File: src/verilog/ebc_defines.vh
// constants for the external bus block control
`ifndef EBC_DEFINES_VH
`define EBC_DEFINES_VH
// register byte offsets
`define EBC_OFF_TYPE 8'h00
`define EBC_OFF_WIDTH 8'h04
`define EBC_OFF_WAIT 8'h08
`define EBC_OFF_DRAM 8'h0c
`define EBC_OFF_PINS 8'h10
`define EBC_OFF_STAT 8'h14
// reset values
`define EBC_RST_TYPE 16'h0000
`define EBC_RST_WIDTH_M0 16'h5555
`define EBC_RST_WIDTH_M1 16'h0000
`define EBC_RST_WAIT 24'hffffff
`define EBC_RST_DRAM 16'h0000
`define EBC_RST_PINS 32'hffffffff
// pin function bits inside the pin register
`define EBC_PIN_BUS 0
`define EBC_PIN_CS0 8
`define EBC_PIN_STROBE 16
`define EBC_PIN_WAIT 30
`define EBC_PIN_CLK 31
// device type and width codes
`define EBC_T_SRAM 2'h0
`define EBC_T_PROM 2'h1
`define EBC_T_DRAM 2'h2
`define EBC_W_16 2'h1
// access sizes
`define EBC_SZ_BYTE 2'h0
`define EBC_SZ_HALF 2'h1
`define EBC_SZ_WORD 2'h2
// clocks per access before waits
`define EBC_CLK_SRAM 4'h2
`define EBC_CLK_DRAM 4'h3
`define EBC_CLK_DRAM_BURST 4'h1
`define EBC_CLK_FLY_RD 4'h2
`define EBC_CLK_FLY_WR 4'h3
`define EBC_CLK_RAM 4'h1
`define EBC_CLK_RAM_FETCH 4'h2
`define EBC_CLK_PERI 3'h3
// peripheral register classes
`define EBC_PC_OTHER 2'h0
`define EBC_PC_CAPTURE 2'h1
`define EBC_PC_COMPARE 2'h2
`define EBC_PC_COUNT4 2'h3
`endif

File: src/verilog/ebc_top.v
// external bus block control with axi4-lite register slave
`timescale 1ns/1ps
`include "ebc_defines.vh"
// Behaviour
// RULE1: 64 MB split into 2/4/8 MB blocks
// RULE2: two-bit device type per block
// RULE3: software keeps block 0 off dram
// RULE4: software sets device type once
// RULE5: selects for blocks 0,3-5, row strobes
// RULE6: unselected blocks still use their settings
// RULE7: internal ram one or two clocks
// RULE8: sram, rom, io two plus waits
// RULE9: dram three, burst one, flyby variants
// RULE10: each wait adds one clock
// RULE11: peripheral access off bus, parallel
// RULE12: peripheral three clocks, timer exceptions
// RULE13: two-bit width code, 8 or 16
// RULE14: width reset follows boot mode
// RULE15: software sets width once
// RULE16: 8-bit blocks use low strobe only
// RULE17: multi-cycle accesses lowest part first
// RULE18: halfword one or two cycles
// RULE19: word two halfwords or four bytes
// RULE20: pins in bus function after reset
// RULE21: pin function registers switch pins
// RULE22: dram kind chosen per block
// RULE23: wait count 0-7, reset 7
// RULE24: waits are max of programmed, external
// RULE25: byte lane by address on 16-bit
module ebc_top (
	input wire core_clk, // system clock
	input wire sys_rst, // async reset, high
	input wire clk_en, // freezes all state when low
	input wire boot_romless1, // boot mode strap, high for mode 1
	input wire [7:0] s_axi_awaddr, // write address
	input wire s_axi_awvalid, // write address valid
	output reg s_axi_awready, // write address ready
	input wire [31:0] s_axi_wdata, // write data
	input wire [3:0] s_axi_wstrb, // byte strobes
	input wire s_axi_wvalid, // write data valid
	output reg s_axi_wready, // write data ready
	output reg [1:0] s_axi_bresp, // write response
	output reg s_axi_bvalid, // write response valid
	input wire s_axi_bready, // write response ready
	input wire [7:0] s_axi_araddr, // read address
	input wire s_axi_arvalid, // read address valid
	output reg s_axi_arready, // read address ready
	output reg [31:0] s_axi_rdata, // read data
	output reg [1:0] s_axi_rresp, // read response
	output reg s_axi_rvalid, // read data valid
	input wire s_axi_rready, // read data ready
	input wire mem_req, // memory request pulse
	input wire mem_write, // write when high
	input wire mem_fetch, // instruction fetch
	input wire mem_burst, // burst continuation
	input wire mem_flyby, // dma flyby cycle
	input wire mem_internal, // internal ram target
	input wire [1:0] mem_size, // 0 byte, 1 half, 2 word
	input wire [25:0] mem_addr, // byte address
	input wire [31:0] mem_wdata, // write data
	output reg mem_ack, // done pulse
	output reg [31:0] mem_rdata, // read data
	output reg mem_busy, // request not accepted
	input wire per_req, // peripheral request pulse
	input wire per_write, // peripheral write
	input wire [1:0] per_class, // register class
	input wire per_extra_wait, // peripheral asks one wait
	output reg per_ack, // peripheral done pulse
	output reg per_busy, // peripheral access running
	output reg [25:0] ext_addr, // address bus
	output reg ext_addr_oe_n, // address drive, low drives
	output reg [15:0] ext_data_out, // data bus out
	input wire [15:0] ext_data_in, // data bus in
	output reg ext_data_lo_oe_n, // low lane drive, low drives
	output reg ext_data_hi_oe_n, // high lane drive, low drives
	output reg block0_select_n, // block 0 select
	output reg block3_select_n, // block 3 select or row strobe
	output reg block4_select_n, // block 4 select or row strobe
	output reg block5_select_n, // block 5 select or row strobe
	output reg low_byte_write_n, // low byte write strobe
	output reg high_byte_write_n, // high byte write strobe
	output reg io_read_n, // read strobe
	output reg low_col_strobe_n, // dram low column strobe
	output reg high_col_strobe_n, // dram high column strobe
	output reg cycle_begin_n, // bus cycle start
	input wire ext_wait_n, // external wait, low waits
	output reg sys_clock_out, // clock out, half rate
	output reg [1:0] dram_access_kind // dram kind of current block
);
	localparam ST_IDLE = 2'h0;
	localparam ST_RUN = 2'h1;
	localparam ST_CAP = 2'h2;

	reg [15:0] device_type;
	reg [15:0] bus_width;
	reg [23:0] wait_count;
	reg [15:0] dram_kind_select;
	reg [31:0] pin_func;
	reg strapped;
	reg boot_mode1;
	reg [7:0] aw_q;
	reg aw_hold;
	reg [31:0] w_q;
	reg [3:0] ws_q;
	reg w_hold;

	reg [1:0] state;
	reg [25:0] a_addr;
	reg [1:0] a_size;
	reg a_write;
	reg [31:0] a_wdata;
	reg a_int;
	reg a_fetch2;
	reg a_flyby;
	reg a_burst;
	reg [2:0] a_blk;
	reg [1:0] a_type;
	reg a_w16;
	reg [1:0] beat;
	reg [1:0] nbeats_m1;
	reg [3:0] cnt;
	reg [31:0] rbuf;
	reg [1:0] c_pos;
	reg c_hi;
	reg c_wide;
	reg [2:0] per_cnt;
	reg [2:0] per_tot_m1;

	wire [31:0] wmask = {{8{ws_q[3]}}, {8{ws_q[2]}}, {8{ws_q[1]}}, {8{ws_q[0]}}};
	wire do_wr = aw_hold & w_hold & ~s_axi_bvalid;
	wire [2:0] hb = mem_addr[25:23];
	wire wait_on = pin_func[`EBC_PIN_WAIT];
	wire strobe_on = pin_func[`EBC_PIN_STROBE];
	wire bus_on = pin_func[`EBC_PIN_BUS];
	wire run_ext = (state == ST_RUN) & ~a_int;
	wire is_dram = (a_type == `EBC_T_DRAM);
	wire wide_beat = a_w16 & (a_size != `EBC_SZ_BYTE);
	reg [2:0] next_blk;
	reg [1:0] next_nb_m1;
	reg [3:0] base;
	reg [3:0] total_m1;
	reg [1:0] pos;
	reg use_lo;
	reg use_hi;
	reg [31:0] wsh;
	reg [2:0] per_extra;
	wire [3:0] sel_vec;

	// RULE1: block decode
	always @* begin
		if (hb == 3'h0)
			next_blk = mem_addr[22] ? 3'h2 : (mem_addr[21] ? 3'h1 : 3'h0);
		else if (hb <= 3'h5)
			next_blk = hb + 3'h2;
		else
			next_blk = 3'h7;
	end

	// RULE18: beats per access
	always @* begin
		case (mem_size)
		`EBC_SZ_HALF: next_nb_m1 = (bus_width[{next_blk, 1'b0} +: 2] == `EBC_W_16) ? 2'h0 : 2'h1;
		// RULE19: word beat count
		`EBC_SZ_WORD: next_nb_m1 = (bus_width[{next_blk, 1'b0} +: 2] == `EBC_W_16) ? 2'h1 : 2'h3;
		default: next_nb_m1 = 2'h0;
		endcase
	end

	// beat length and lane choice
	always @* begin
		if (a_int) begin
			// RULE7: internal ram clocks
			base = a_fetch2 ? `EBC_CLK_RAM_FETCH : `EBC_CLK_RAM;
		end else if (is_dram) begin
			// RULE9: dram clock counts
			if (a_flyby)
				base = a_write ? `EBC_CLK_FLY_WR : ((a_burst | beat != 2'h0) ? `EBC_CLK_FLY_RD : `EBC_CLK_DRAM);
			else
				base = (a_burst | beat != 2'h0) ? `EBC_CLK_DRAM_BURST : `EBC_CLK_DRAM;
		end else begin
			// RULE8: sram, rom, page rom
			base = `EBC_CLK_SRAM;
		end
		// RULE10: one clock per wait
		// RULE23: programmed wait count
		total_m1 = a_int ? base - 4'h1 : base + {1'b0, wait_count[a_blk * 3 +: 3]} - 4'h1;
		// RULE17: lowest part first
		if (a_size == `EBC_SZ_BYTE)
			pos = 2'h0;
		else
			pos = a_w16 ? {beat[0], 1'b0} : beat;
		wsh = a_wdata >> {pos, 3'h0};
		// RULE25: byte lane by address
		use_lo = ~a_w16 | wide_beat | ~a_addr[0];
		use_hi = a_w16 & (wide_beat | a_addr[0]);
	end

	// RULE24: external wait extends beat
	wire beat_done = (cnt >= total_m1) & (a_int | ~wait_on | ext_wait_n);

	// RULE12: peripheral extra clocks
	always @* begin
		case (per_class)
		`EBC_PC_CAPTURE: per_extra = per_write ? {2'h0, per_extra_wait} : 3'h1;
		`EBC_PC_COMPARE: per_extra = per_write ? {2'h0, per_extra_wait} : 3'h0;
		`EBC_PC_COUNT4: per_extra = per_write ? 3'h0 : {2'h0, per_extra_wait};
		default: per_extra = 3'h0;
		endcase
	end

	// RULE5: select pins per block
	genvar gi;
	generate
		for (gi = 0; gi < 4; gi = gi + 1) begin : g_sel
			localparam [2:0] BLK = (gi == 0) ? 3'h0 : gi + 2;
			// RULE5: block 0 has no row strobe
			assign sel_vec[gi] = run_ext & (a_blk == BLK) & pin_func[`EBC_PIN_CS0 + BLK] & ((gi != 0) | ~is_dram);
		end
	endgenerate

	// register slave and configuration
	always @(posedge core_clk or posedge sys_rst) begin
		if (sys_rst) begin
			s_axi_awready <= 1'b1;
			s_axi_wready <= 1'b1;
			s_axi_bvalid <= 1'b0;
			s_axi_bresp <= 2'h0;
			s_axi_arready <= 1'b1;
			s_axi_rvalid <= 1'b0;
			s_axi_rresp <= 2'h0;
			s_axi_rdata <= 32'h0;
			aw_q <= 8'h0;
			aw_hold <= 1'b0;
			w_q <= 32'h0;
			ws_q <= 4'h0;
			w_hold <= 1'b0;
			device_type <= `EBC_RST_TYPE;
			bus_width <= `EBC_RST_WIDTH_M0;
			wait_count <= `EBC_RST_WAIT;
			dram_kind_select <= `EBC_RST_DRAM;
			// RULE20: bus function after reset
			pin_func <= `EBC_RST_PINS;
			strapped <= 1'b0;
			boot_mode1 <= 1'b0;
		end else if (clk_en) begin
			if (s_axi_awvalid & s_axi_awready) begin
				aw_q <= s_axi_awaddr;
				aw_hold <= 1'b1;
				s_axi_awready <= 1'b0;
			end
			if (s_axi_wvalid & s_axi_wready) begin
				w_q <= s_axi_wdata;
				ws_q <= s_axi_wstrb;
				w_hold <= 1'b1;
				s_axi_wready <= 1'b0;
			end
			if (do_wr) begin
				s_axi_bvalid <= 1'b1;
				s_axi_bresp <= 2'h0;
				case (aw_q)
				// RULE2: device type field
				`EBC_OFF_TYPE: device_type <= (device_type & ~wmask[15:0]) | (w_q[15:0] & wmask[15:0]);
				// RULE13: width field
				`EBC_OFF_WIDTH: bus_width <= (bus_width & ~wmask[15:0]) | (w_q[15:0] & wmask[15:0]);
				`EBC_OFF_WAIT: wait_count <= (wait_count & ~wmask[23:0]) | (w_q[23:0] & wmask[23:0]);
				// RULE22: dram kind per block
				`EBC_OFF_DRAM: dram_kind_select <= (dram_kind_select & ~wmask[15:0]) | (w_q[15:0] & wmask[15:0]);
				// RULE21: pin function switching
				`EBC_OFF_PINS: pin_func <= (pin_func & ~wmask) | (w_q & wmask);
				`EBC_OFF_STAT: s_axi_bresp <= 2'h0;
				default: s_axi_bresp <= 2'h2;
				endcase
			end
			if (s_axi_bvalid & s_axi_bready) begin
				s_axi_bvalid <= 1'b0;
				aw_hold <= 1'b0;
				w_hold <= 1'b0;
				s_axi_awready <= 1'b1;
				s_axi_wready <= 1'b1;
			end
			if (s_axi_arvalid & s_axi_arready) begin
				s_axi_arready <= 1'b0;
				s_axi_rvalid <= 1'b1;
				s_axi_rresp <= 2'h0;
				case (s_axi_araddr)
				`EBC_OFF_TYPE: s_axi_rdata <= {16'h0, device_type};
				`EBC_OFF_WIDTH: s_axi_rdata <= {16'h0, bus_width};
				`EBC_OFF_WAIT: s_axi_rdata <= {8'h0, wait_count};
				`EBC_OFF_DRAM: s_axi_rdata <= {16'h0, dram_kind_select};
				`EBC_OFF_PINS: s_axi_rdata <= pin_func;
				`EBC_OFF_STAT: s_axi_rdata <= {24'h0, a_blk, boot_mode1, strapped, per_busy, 1'b0, mem_busy};
				default: begin
					s_axi_rdata <= 32'h0;
					s_axi_rresp <= 2'h2;
				end
				endcase
			end
			if (s_axi_rvalid & s_axi_rready) begin
				s_axi_rvalid <= 1'b0;
				s_axi_arready <= 1'b1;
			end
			// RULE14: width reset by boot mode
			if (~strapped) begin
				strapped <= 1'b1;
				boot_mode1 <= boot_romless1;
				bus_width <= boot_romless1 ? `EBC_RST_WIDTH_M1 : `EBC_RST_WIDTH_M0;
			end
		end
	end

	// memory access engine
	always @(posedge core_clk or posedge sys_rst) begin
		if (sys_rst) begin
			state <= ST_IDLE;
			mem_busy <= 1'b1;
			mem_ack <= 1'b0;
			mem_rdata <= 32'h0;
			a_addr <= 26'h0;
			a_size <= 2'h0;
			a_write <= 1'b0;
			a_wdata <= 32'h0;
			a_int <= 1'b0;
			a_fetch2 <= 1'b0;
			a_flyby <= 1'b0;
			a_burst <= 1'b0;
			a_blk <= 3'h0;
			a_type <= 2'h0;
			a_w16 <= 1'b0;
			beat <= 2'h0;
			nbeats_m1 <= 2'h0;
			cnt <= 4'h0;
			rbuf <= 32'h0;
			c_pos <= 2'h0;
			c_hi <= 1'b0;
			c_wide <= 1'b0;
		end else if (clk_en) begin
			mem_ack <= 1'b0;
			case (state)
			ST_IDLE: begin
				if (~strapped) begin
					mem_busy <= 1'b1;
				end else if (mem_req) begin
					state <= ST_RUN;
					mem_busy <= 1'b1;
					a_addr <= mem_addr;
					a_size <= mem_size;
					a_write <= mem_write;
					a_wdata <= mem_wdata;
					a_int <= mem_internal;
					a_fetch2 <= mem_fetch & mem_addr[1];
					a_flyby <= mem_flyby;
					a_burst <= mem_burst;
					// RULE6: settings apply to every block
					a_blk <= next_blk;
					a_type <= (device_type[{next_blk, 1'b0} +: 2] == `EBC_T_DRAM) ? `EBC_T_DRAM : `EBC_T_SRAM;
					a_w16 <= bus_width[{next_blk, 1'b0} +: 2] == `EBC_W_16;
					nbeats_m1 <= mem_internal ? 2'h0 : next_nb_m1;
					beat <= 2'h0;
					cnt <= 4'h0;
					rbuf <= 32'h0;
				end else begin
					mem_busy <= 1'b0;
				end
			end
			ST_RUN: begin
				if (~beat_done) begin
					if (cnt != 4'hf)
						cnt <= cnt + 4'h1;
				end else begin
					cnt <= 4'h0;
					c_pos <= pos;
					c_hi <= ~wide_beat & use_hi;
					c_wide <= wide_beat;
					if (~a_int & ~a_write) begin
						state <= ST_CAP;
					end else if (beat == nbeats_m1) begin
						state <= ST_IDLE;
						mem_busy <= 1'b0;
						mem_ack <= 1'b1;
					end else begin
						beat <= beat + 2'h1;
					end
				end
			end
			ST_CAP: begin
				// pins lag one clock, so the data is taken here
				if (c_wide)
					rbuf[{c_pos, 3'h0} +: 16] <= ext_data_in;
				else
					rbuf[{c_pos, 3'h0} +: 8] <= c_hi ? ext_data_in[15:8] : ext_data_in[7:0];
				if (beat == nbeats_m1) begin
					state <= ST_IDLE;
					mem_busy <= 1'b0;
					mem_ack <= 1'b1;
					if (c_wide)
						mem_rdata <= c_pos[1] ? {ext_data_in, rbuf[15:0]} : {rbuf[31:16], ext_data_in};
					else
						mem_rdata <= rbuf | ({24'h0, c_hi ? ext_data_in[15:8] : ext_data_in[7:0]} << {c_pos, 3'h0});
				end else begin
					beat <= beat + 2'h1;
					state <= ST_RUN;
				end
			end
			default: state <= ST_IDLE;
			endcase
		end
	end

	// RULE11: peripheral path runs on its own
	always @(posedge core_clk or posedge sys_rst) begin
		if (sys_rst) begin
			per_busy <= 1'b0;
			per_ack <= 1'b0;
			per_cnt <= 3'h0;
			per_tot_m1 <= 3'h0;
		end else if (clk_en) begin
			per_ack <= 1'b0;
			if (~per_busy) begin
				if (per_req) begin
					per_busy <= 1'b1;
					per_cnt <= 3'h0;
					// RULE12: three clocks plus extra
					per_tot_m1 <= `EBC_CLK_PERI + per_extra - 3'h1;
				end
			end else if (per_cnt == per_tot_m1) begin
				per_busy <= 1'b0;
				per_ack <= 1'b1;
			end else begin
				per_cnt <= per_cnt + 3'h1;
			end
		end
	end

	// registered pins
	always @(posedge core_clk or posedge sys_rst) begin
		if (sys_rst) begin
			ext_addr <= 26'h0;
			ext_addr_oe_n <= 1'b0;
			ext_data_out <= 16'h0;
			ext_data_lo_oe_n <= 1'b1;
			ext_data_hi_oe_n <= 1'b1;
			block0_select_n <= 1'b1;
			block3_select_n <= 1'b1;
			block4_select_n <= 1'b1;
			block5_select_n <= 1'b1;
			low_byte_write_n <= 1'b1;
			high_byte_write_n <= 1'b1;
			io_read_n <= 1'b1;
			low_col_strobe_n <= 1'b1;
			high_col_strobe_n <= 1'b1;
			cycle_begin_n <= 1'b1;
			sys_clock_out <= 1'b0;
			dram_access_kind <= 2'h0;
		end else if (clk_en) begin
			ext_addr <= a_addr + {24'h0, pos};
			ext_addr_oe_n <= ~bus_on;
			ext_data_out <= wide_beat ? wsh[15:0] : {wsh[7:0], wsh[7:0]};
			ext_data_lo_oe_n <= ~(run_ext & a_write & use_lo & bus_on);
			// RULE20: upper lane only in boot mode 0
			ext_data_hi_oe_n <= ~(run_ext & a_write & use_hi & bus_on & ~boot_mode1);
			block0_select_n <= ~sel_vec[0];
			block3_select_n <= ~sel_vec[1];
			block4_select_n <= ~sel_vec[2];
			block5_select_n <= ~sel_vec[3];
			low_byte_write_n <= ~(run_ext & a_write & use_lo & ~is_dram & strobe_on);
			// RULE16: no high strobe on 8-bit
			high_byte_write_n <= ~(run_ext & a_write & use_hi & a_w16 & ~is_dram & strobe_on);
			io_read_n <= ~(run_ext & ~a_write & ~is_dram & strobe_on);
			low_col_strobe_n <= ~(run_ext & is_dram & (cnt != 4'h0) & use_lo & strobe_on);
			high_col_strobe_n <= ~(run_ext & is_dram & (cnt != 4'h0) & use_hi & strobe_on);
			cycle_begin_n <= ~(run_ext & (cnt == 4'h0) & strobe_on);
			sys_clock_out <= pin_func[`EBC_PIN_CLK] & ~sys_clock_out;
			dram_access_kind <= dram_kind_select[{a_blk, 1'b0} +: 2];
		end
	end
endmodule // ebc_top

File: config.mk
export PLATFORM = sky130hd
export DESIGN_NAME = ebc_top
export DESIGN_NICKNAME = d
export VERILOG_FILES = /design/src/verilog/ebc_top.v
export VERILOG_INCLUDE_DIRS = /design/src /design/src/verilog
export SDC_FILE = /design/constraint.sdc
export NUM_CORES = 1
export LEC_CHECK = 0
export BUFFER_PORTS_ARGS = -buffer_cell sky130_fd_sc_hd__buf_2
export CAP_MARGIN = 20
export CORE_ASPECT_RATIO = 1.75
export CORE_UTILIZATION = 37
export CTS_BUF_LIST = sky130_fd_sc_hd__clkbuf_8
export DETAILED_ROUTE_END_ITERATION = 12
export GPL_TIMING_DRIVEN = 1
export MAX_ROUTING_LAYER = met4
export SLEW_MARGIN = 20
export SYNTH_ARGS = -nofsm -noshare
export SYNTH_HDL_FRONTEND = slang
export SYNTH_SLANG_ARGS = --single-unit
File: constraint.sdc
create_clock -name core_clk -period 13.6 [get_ports core_clk]
set_clock_uncertainty 0.15 [all_clocks]
set_input_delay 0.68 -clock core_clk [delete_from_list [all_inputs] [get_ports core_clk]]
set_output_delay 0.68 -clock core_clk [all_outputs]
set_load 0.05 [all_outputs]
### Word-level counts from Yosys, hierarchy flattened

Cells that the tools add are included.

| storage, ports and cells | value |
|---|---|
| memories | 0 |
| input port bits | 149 |
| logic and storage cells | 350 |
| RAM bits | 0 |
| latch bits | 0 |
| flip-flop bits (word level) | 410 |
| memory bits (read-only) | 0 |

| cells by class | value |
|---|---|
| bitwise operators | 94 |
| shifts and indexed selects | 10 |
| $mul | 1 |
| magnitude comparators | 2 |
| add/sub/neg operators | 11 |
| equality and inequality tests | 35 |
| divide/modulo/power cells | 0 |
| reduce and logical (&&, ||, !) cells | 44 |
| mux-type cells | 90 |

Operators with widths:

| cell | count |
|---|---|
| case mux 32 bit (6 select lines) | 1 |
| two-way mux 32 bit | 5 |
| bitwise AND 16 bit | 4 |
| bitwise AND 32 bit | 2 |
| bitwise mux 32 bit | 2 |
| two-way mux 16 bit | 4 |
| OR 32 bit | 2 |
| case mux 32 bit (2 select lines) | 1 |
| bitwise AND 24 bit | 2 |
| OR 16 bit | 3 |
| indexed part select 16 x 5 -> 2 bit | 3 |
| bitwise AND 1 bit | 46 |
| two-way mux 2 bit | 21 |
| two-way mux 1 bit | 35 |
| == test 8 x 4 -> 1 bit (second input constant) | 4 |
| == test 8 x 5 -> 1 bit (second input constant) | 4 |
| NOT 32 bit | 1 |
| variable shift 16 x 7 -> 32 bit (first input constant) | 1 |
| variable shift 8 x 7 -> 32 bit (first input constant) | 1 |
| indexed part select 16 x 7 -> 32 bit | 1 |
| indexed part select 8 x 7 -> 32 bit | 1 |
| left shift 8 x 5 -> 32 bit | 1 |
| >> shifter 32 x 5 -> 16 bit | 1 |
| two-way mux 4 bit | 7 |
| other kinds (52) | 134 |

### Depth between registers and ports, before layout

| depth | value |
|---|---|
| depth in word-level cells | 14 |
| mapped depth | 18 |
| gate-level depth less buffers | 18 |

### Worst setup path after synthesis

Ideal clock, no wire load.

| timing | value |
|---|---|
| kind | reg-to-reg |
| from | register a_blk[0] |
| to | register state[1] |
| path slack | 9.373 ns |
| library setup time | 0.125 ns |
| path buffers | 2 |
| cell stages (with the launch flop) | 18 |
| arrival time | 3.953 ns |
| data required time | 13.325 ns |
| period minus slack after synthesis | 4.227 ns |
| path through | dfrtp_1 -> clkbuf_1 -> buf_2 -> mux4_2 -> mux2i_1 -> ha_1 -> inv_1 -> ha_1 -> inv_1 -> fa_1 -> nor2_1 -> a21oi_1 -> ha_1 -> nand2_1 -> o21ai_0 -> o211ai_1 -> a211oi_1 -> mux2_2 |

| on the way | value |
|---|---|
| word-level cells in the longest chain between the ends | 9 |

Ends and longest elaborated chain:

| what | RTL line | source |
|---|---|---|
| from (decl) | ebc_top.v:116 | `reg [2:0] a_blk;` |
| from (signal assigned) | ebc_top.v:354 | `a_blk <= next_blk;` |
| multiplier 3 x 2 -> 5 bit | ebc_top.v:186 | `total_m1 = a_int ? base - 4'h1 : base + {1'b0, wait_count[a_blk * 3 +: 3]} - 4'h1;` |
| indexed part select 24 x 6 -> 3 bit | ebc_top.v:186 |  |
| adder 4 x 3 -> 4 bit | ebc_top.v:186 |  |
| subtractor 4 x 1 -> 4 bit | ebc_top.v:186 |  |
| two-way mux 4 bit | ebc_top.v:186 |  |
| greater-or-equal comparator 4 bit | ebc_top.v:199 | `wire beat_done = (cnt >= total_m1) & (a_int \| ~wait_on \| ext_wait_n);` |
| bitwise AND 1 bit | ebc_top.v:199 |  |
| inequality test 2 bit (no source line) | n/a |  |
| AND reduction 5 bit (no source line) | n/a |  |
| to (signal assigned) | ebc_top.v:314 | `state <= ST_IDLE;` |
| to (signal assigned) | ebc_top.v:343 | `state <= ST_RUN;` |
| to (signal assigned) | ebc_top.v:375 | `state <= ST_CAP;` |
| to (decl) | ebc_top.v:107 | `reg [1:0] state;` |

No other way between the ends.
A chain may end at the register's enable or synchronous reset.

### Worst setup path in the final report

| timing | value |
|---|---|
| from | register a_blk[0] |
| to | register beat[0] |

| on the way | value |
|---|---|
| word-level cells in the longest chain between the ends | 9 |

Ends and longest elaborated chain:

| what | RTL line | source |
|---|---|---|
| multiplier 3 x 2 -> 5 bit | ebc_top.v:186 |  |
| indexed part select 24 x 6 -> 3 bit | ebc_top.v:186 |  |
| adder 4 x 3 -> 4 bit | ebc_top.v:186 |  |
| subtractor 4 x 1 -> 4 bit | ebc_top.v:186 |  |
| two-way mux 4 bit | ebc_top.v:186 |  |
| greater-or-equal comparator 4 bit | ebc_top.v:199 |  |
| bitwise AND 1 bit | ebc_top.v:199 |  |
| inequality test 2 bit (no source line) | n/a |  |
| AND reduction 6 bit (no source line) | n/a |  |
| to (signal assigned) | ebc_top.v:381 | `beat <= beat + 2'h1;` |
| to (signal assigned) | ebc_top.v:400 | `beat <= beat + 2'h1;` |
| to (decl) | ebc_top.v:119 | `reg [1:0] beat;` |

No other way between the ends.

==> impl_metrics.ini <==
[setup_path]
startpoint_type = flop
crit_path_frequent_cell = ha_1
crit_slowest_cell = dfrtp_1
path_cells = mux4_2 > mux2i_1 > ha_1 > inv_1 > ha_1 > inv_1 > fa_1 > nor2_1 > a21oi_1 > ha_1 > a211oi_1 > o21ai_0 > a21boi_1 > nor4b_1 > mux2_2
slowest_delay_ns = 0.86
worstSetupEndpointType = flop
cp.required_ns = 13.96
cp_max_fo = 14
worstPathArrival_ns = 5.14
worstSetupPathType = flop to flop

[timing]
hold_viol = 0
fin_crit_ns = 4.78
min_period_over_period_pct = 35.1
worstMarginPinSlew_ns = 1.07
tns_ns = 0
slew_headroom_pct = 28.2
rsz0062_at_grt = no
fmax_mhz = 209
slew_viol_final = 0
setup_viol = 0

[power_and_ir_drop]
p_leak_nw = 10.3
internal-power_mw = 2.71
swShare_pct = 40.4
clockPowerShare_pct = 24.3
pwr-share-seq_pct = 41.7
peakVddDrop_uv = 98.0
switchingPower_mw = 1.83
p_per_area_nw_per_um2 = 197
combinationalPowerShare_pct = 33.9

[clock_network]
clock-sinks = 406
clk_root_buffer_cell = clkbuf_8
clkTransAtPathRegs_ns = 0.07
cts_resized = 0
numCtsBuffers = 68
clk_latency_ns = 0.63
htreeDepth = 3
clk_path_buf_depth = 3
hold_buffers = 0
tritoncts = yes
cts_setup_buffers = 0

[detailed_routing]
ant_nets = 0
first_pass_iters = 6
wl_per_cell_um = 22.1
routed_via_density = 5.49
num_vias = 15100
drtIter0Drc = 1155
wirelength_mm = 60.6
drc_errors = 0

[die]
rows = 111
chipWidth_um = 176
start_util_pct = 37.5
ios = 284
dieArea_sq_um = 54100
core_area_sq_um = 52400
chipHeight_um = 307

[status]
status = finished, final reports clean

[cells_and_area]
seq_area_sq_um = 10300
nNetsFinal = 2183
nFillCells = 4986
area.growth.synth_to_final_pct = 17.1
final_cell_area_sq_um = 23000
multi_input_area_sq_um = 8840
drive_above_1_share_pct = 36.6
fin_cells = 2746
utilization_pct = 44.0

[yosys]
synth_edf_count = 0
synth_area_leaders = dfrtp_1 42%, mux2_2 12%, dfstp_2 11%
yosysTopAreaCell = dfrtp_1
ys_top_cells_by_count = 326 x dfrtp_1, 216 x mux2_2, 184 x nand2_1, 137 x nor2_1, 113 x o21ai_0
yosysUniqueCellTypes = 82
synth.avg_cell_area_sq_um = 11.3
ys.flop_type = dfrtp_1
yosysSeqAreaShare_pct = 52.2
yosys_warnings = 0
ys_seq_elements = 406
syn_inst = 1742
synth_top_area_share_pct = 41.5
synth_most_common_cell = dfrtp_1
synthesis.area_sq_um = 19700
async_reset_ff_share_pct = 100

[global_route]
grt_pass1_wl_mm = 92.6
overflow = 0
grt_pass1_vias = 15700
grt_max_degree = 163
grt_usage_pct = 23.2
antenna_found_initial = 6

[place]
place_area_sq_um = 21600
hpwl_mm = 44.1
dp_cells = 2614
io_buffer_count = 281
place_congestion = 0.952

[run]
cap_violations = 0

[min_path]
hold_path.class = input port to async pin
==> layer usage <==
metal,global-route usage (%),wire (um),vias up
met5,-,0,-
met4,12.9,3360,0
met3,3.81,3090,199
met2,41.4,32400,556
met1,24.0,21700,7466
li1,-,-,6862
==> stage by stage <==
| step | total power, mW | hold slack, ns | worst slack, ns |
|---|---|---|---|
| floorplan | 2.96 | 0.301 | 1.61 |
| global placement | 3.41 | 0.302 | 8.92 |
| detailed placement | 3.45 | 0.304 | 8.82 |
| CTS | 4.58 | 0.0324 | 8.79 |
| global route | 4.80 | 0.0615 | 8.44 |
| finish | 4.54 | 0.0182 | 8.82 |
==> kinds of logic (layout without fill, tap and decap cells) <==
group | after synthesis | count (layout) | share of synthesized area (%)
DFF | 406 | 406 | 52.2
buffers and inverters | 140 | 459 | 3.07
adders and majority gates | 27 | 27 | 1.80
muxes | 276 | 276 | 17.4
xor gates and xnor gates | 28 | 28 | 1.25
other | 1 | 8 | 0.0191
AOI/OAI and AO/OA | 403 | 403 | 13.4
and+or+nand+nor | 461 | 461 | 10.9
==> worst max-delay path, delay by kind of cell, from the launching register on <==
| family | cells | cell delay [ns] |
|---|---|---|
| adders and majority gates | 4 | 1.15 |
| muxes | 3 | 1.11 |
| AOI/OAI and AO/OA | 4 | 1.09 |
| DFF | 1 | 0.86 |
| and+or+nand+nor | 2 | 0.21 |
| buffers and inverters | 2 | 0.10 |
==> final timing paths <==
check | start | endpoint | slack [ns] | cells past startpoint
setup / recovery | a_blk[0]$_DFFE_PP0P_ | beat[0]$_DFFE_PP0P_ | 8.82 | 15
hold / removal | sys_rst | aw_q[6]$_DFFE_PP0P_ | 0.02 | 2
setup reg to reg | a_blk[0]$_DFFE_PP0P_ | beat[0]$_DFFE_PP0P_ | 8.82 | 15
hold reg to reg | s_axi_awready$_DFFE_PP1P_ | s_axi_awready$_DFFE_PP1P_ | 0.32 | 2
max in group asynchronous | sys_rst | a_addr[21]$_DFFE_PP0P_ | 11.01 | 4
min in group core_clk | mem_addr[0] | a_addr[0]$_DFFE_PP0P_ | 0.13 | 2
==> cell usage in the layout (no fill, tap or decap), types with 68 or more instances in the layout <==
master | Yosys | routed
a21oi_1 | 73 | 73
buf_2 | 19 | 280
clkbuf_8 | 0 | 81
dfrtp_1 | 326 | 326
dfstp_2 | 80 | 80
inv_1 | 39 | 68
mux2_2 | 216 | 216
nand2_1 | 184 | 183
nor2_1 | 137 | 137
o21ai_0 | 113 | 113
==> power by group through the flow <==
| stage | logic (mW) | registers [mW] | clock network, mW |
|---|---|---|---|
| after floorplan | 0.883 | 2.08 | 0 |
| after global placement | 1.51 | 1.90 | 0 |
| after detailed placement | 1.54 | 1.91 | 0 |
| after CTS | 1.55 | 1.89 | 1.14 |
| after global routing | 1.67 | 1.93 | 1.20 |
| final | 1.54 | 1.89 | 1.10 |
==> final cells by class <==
cell class,instances,share of cell area [%]
diodes,6,0.0652
well taps,678,3.68
clock inverters,44,1.10
multi-input cells,1197,38.4
repair buffers,294,6.67
flip-flops and latches,406,44.6
clock buffers,81,4.84
inverters,40,0.685
No activity file was read; power rests on OpenSTA's default activity.
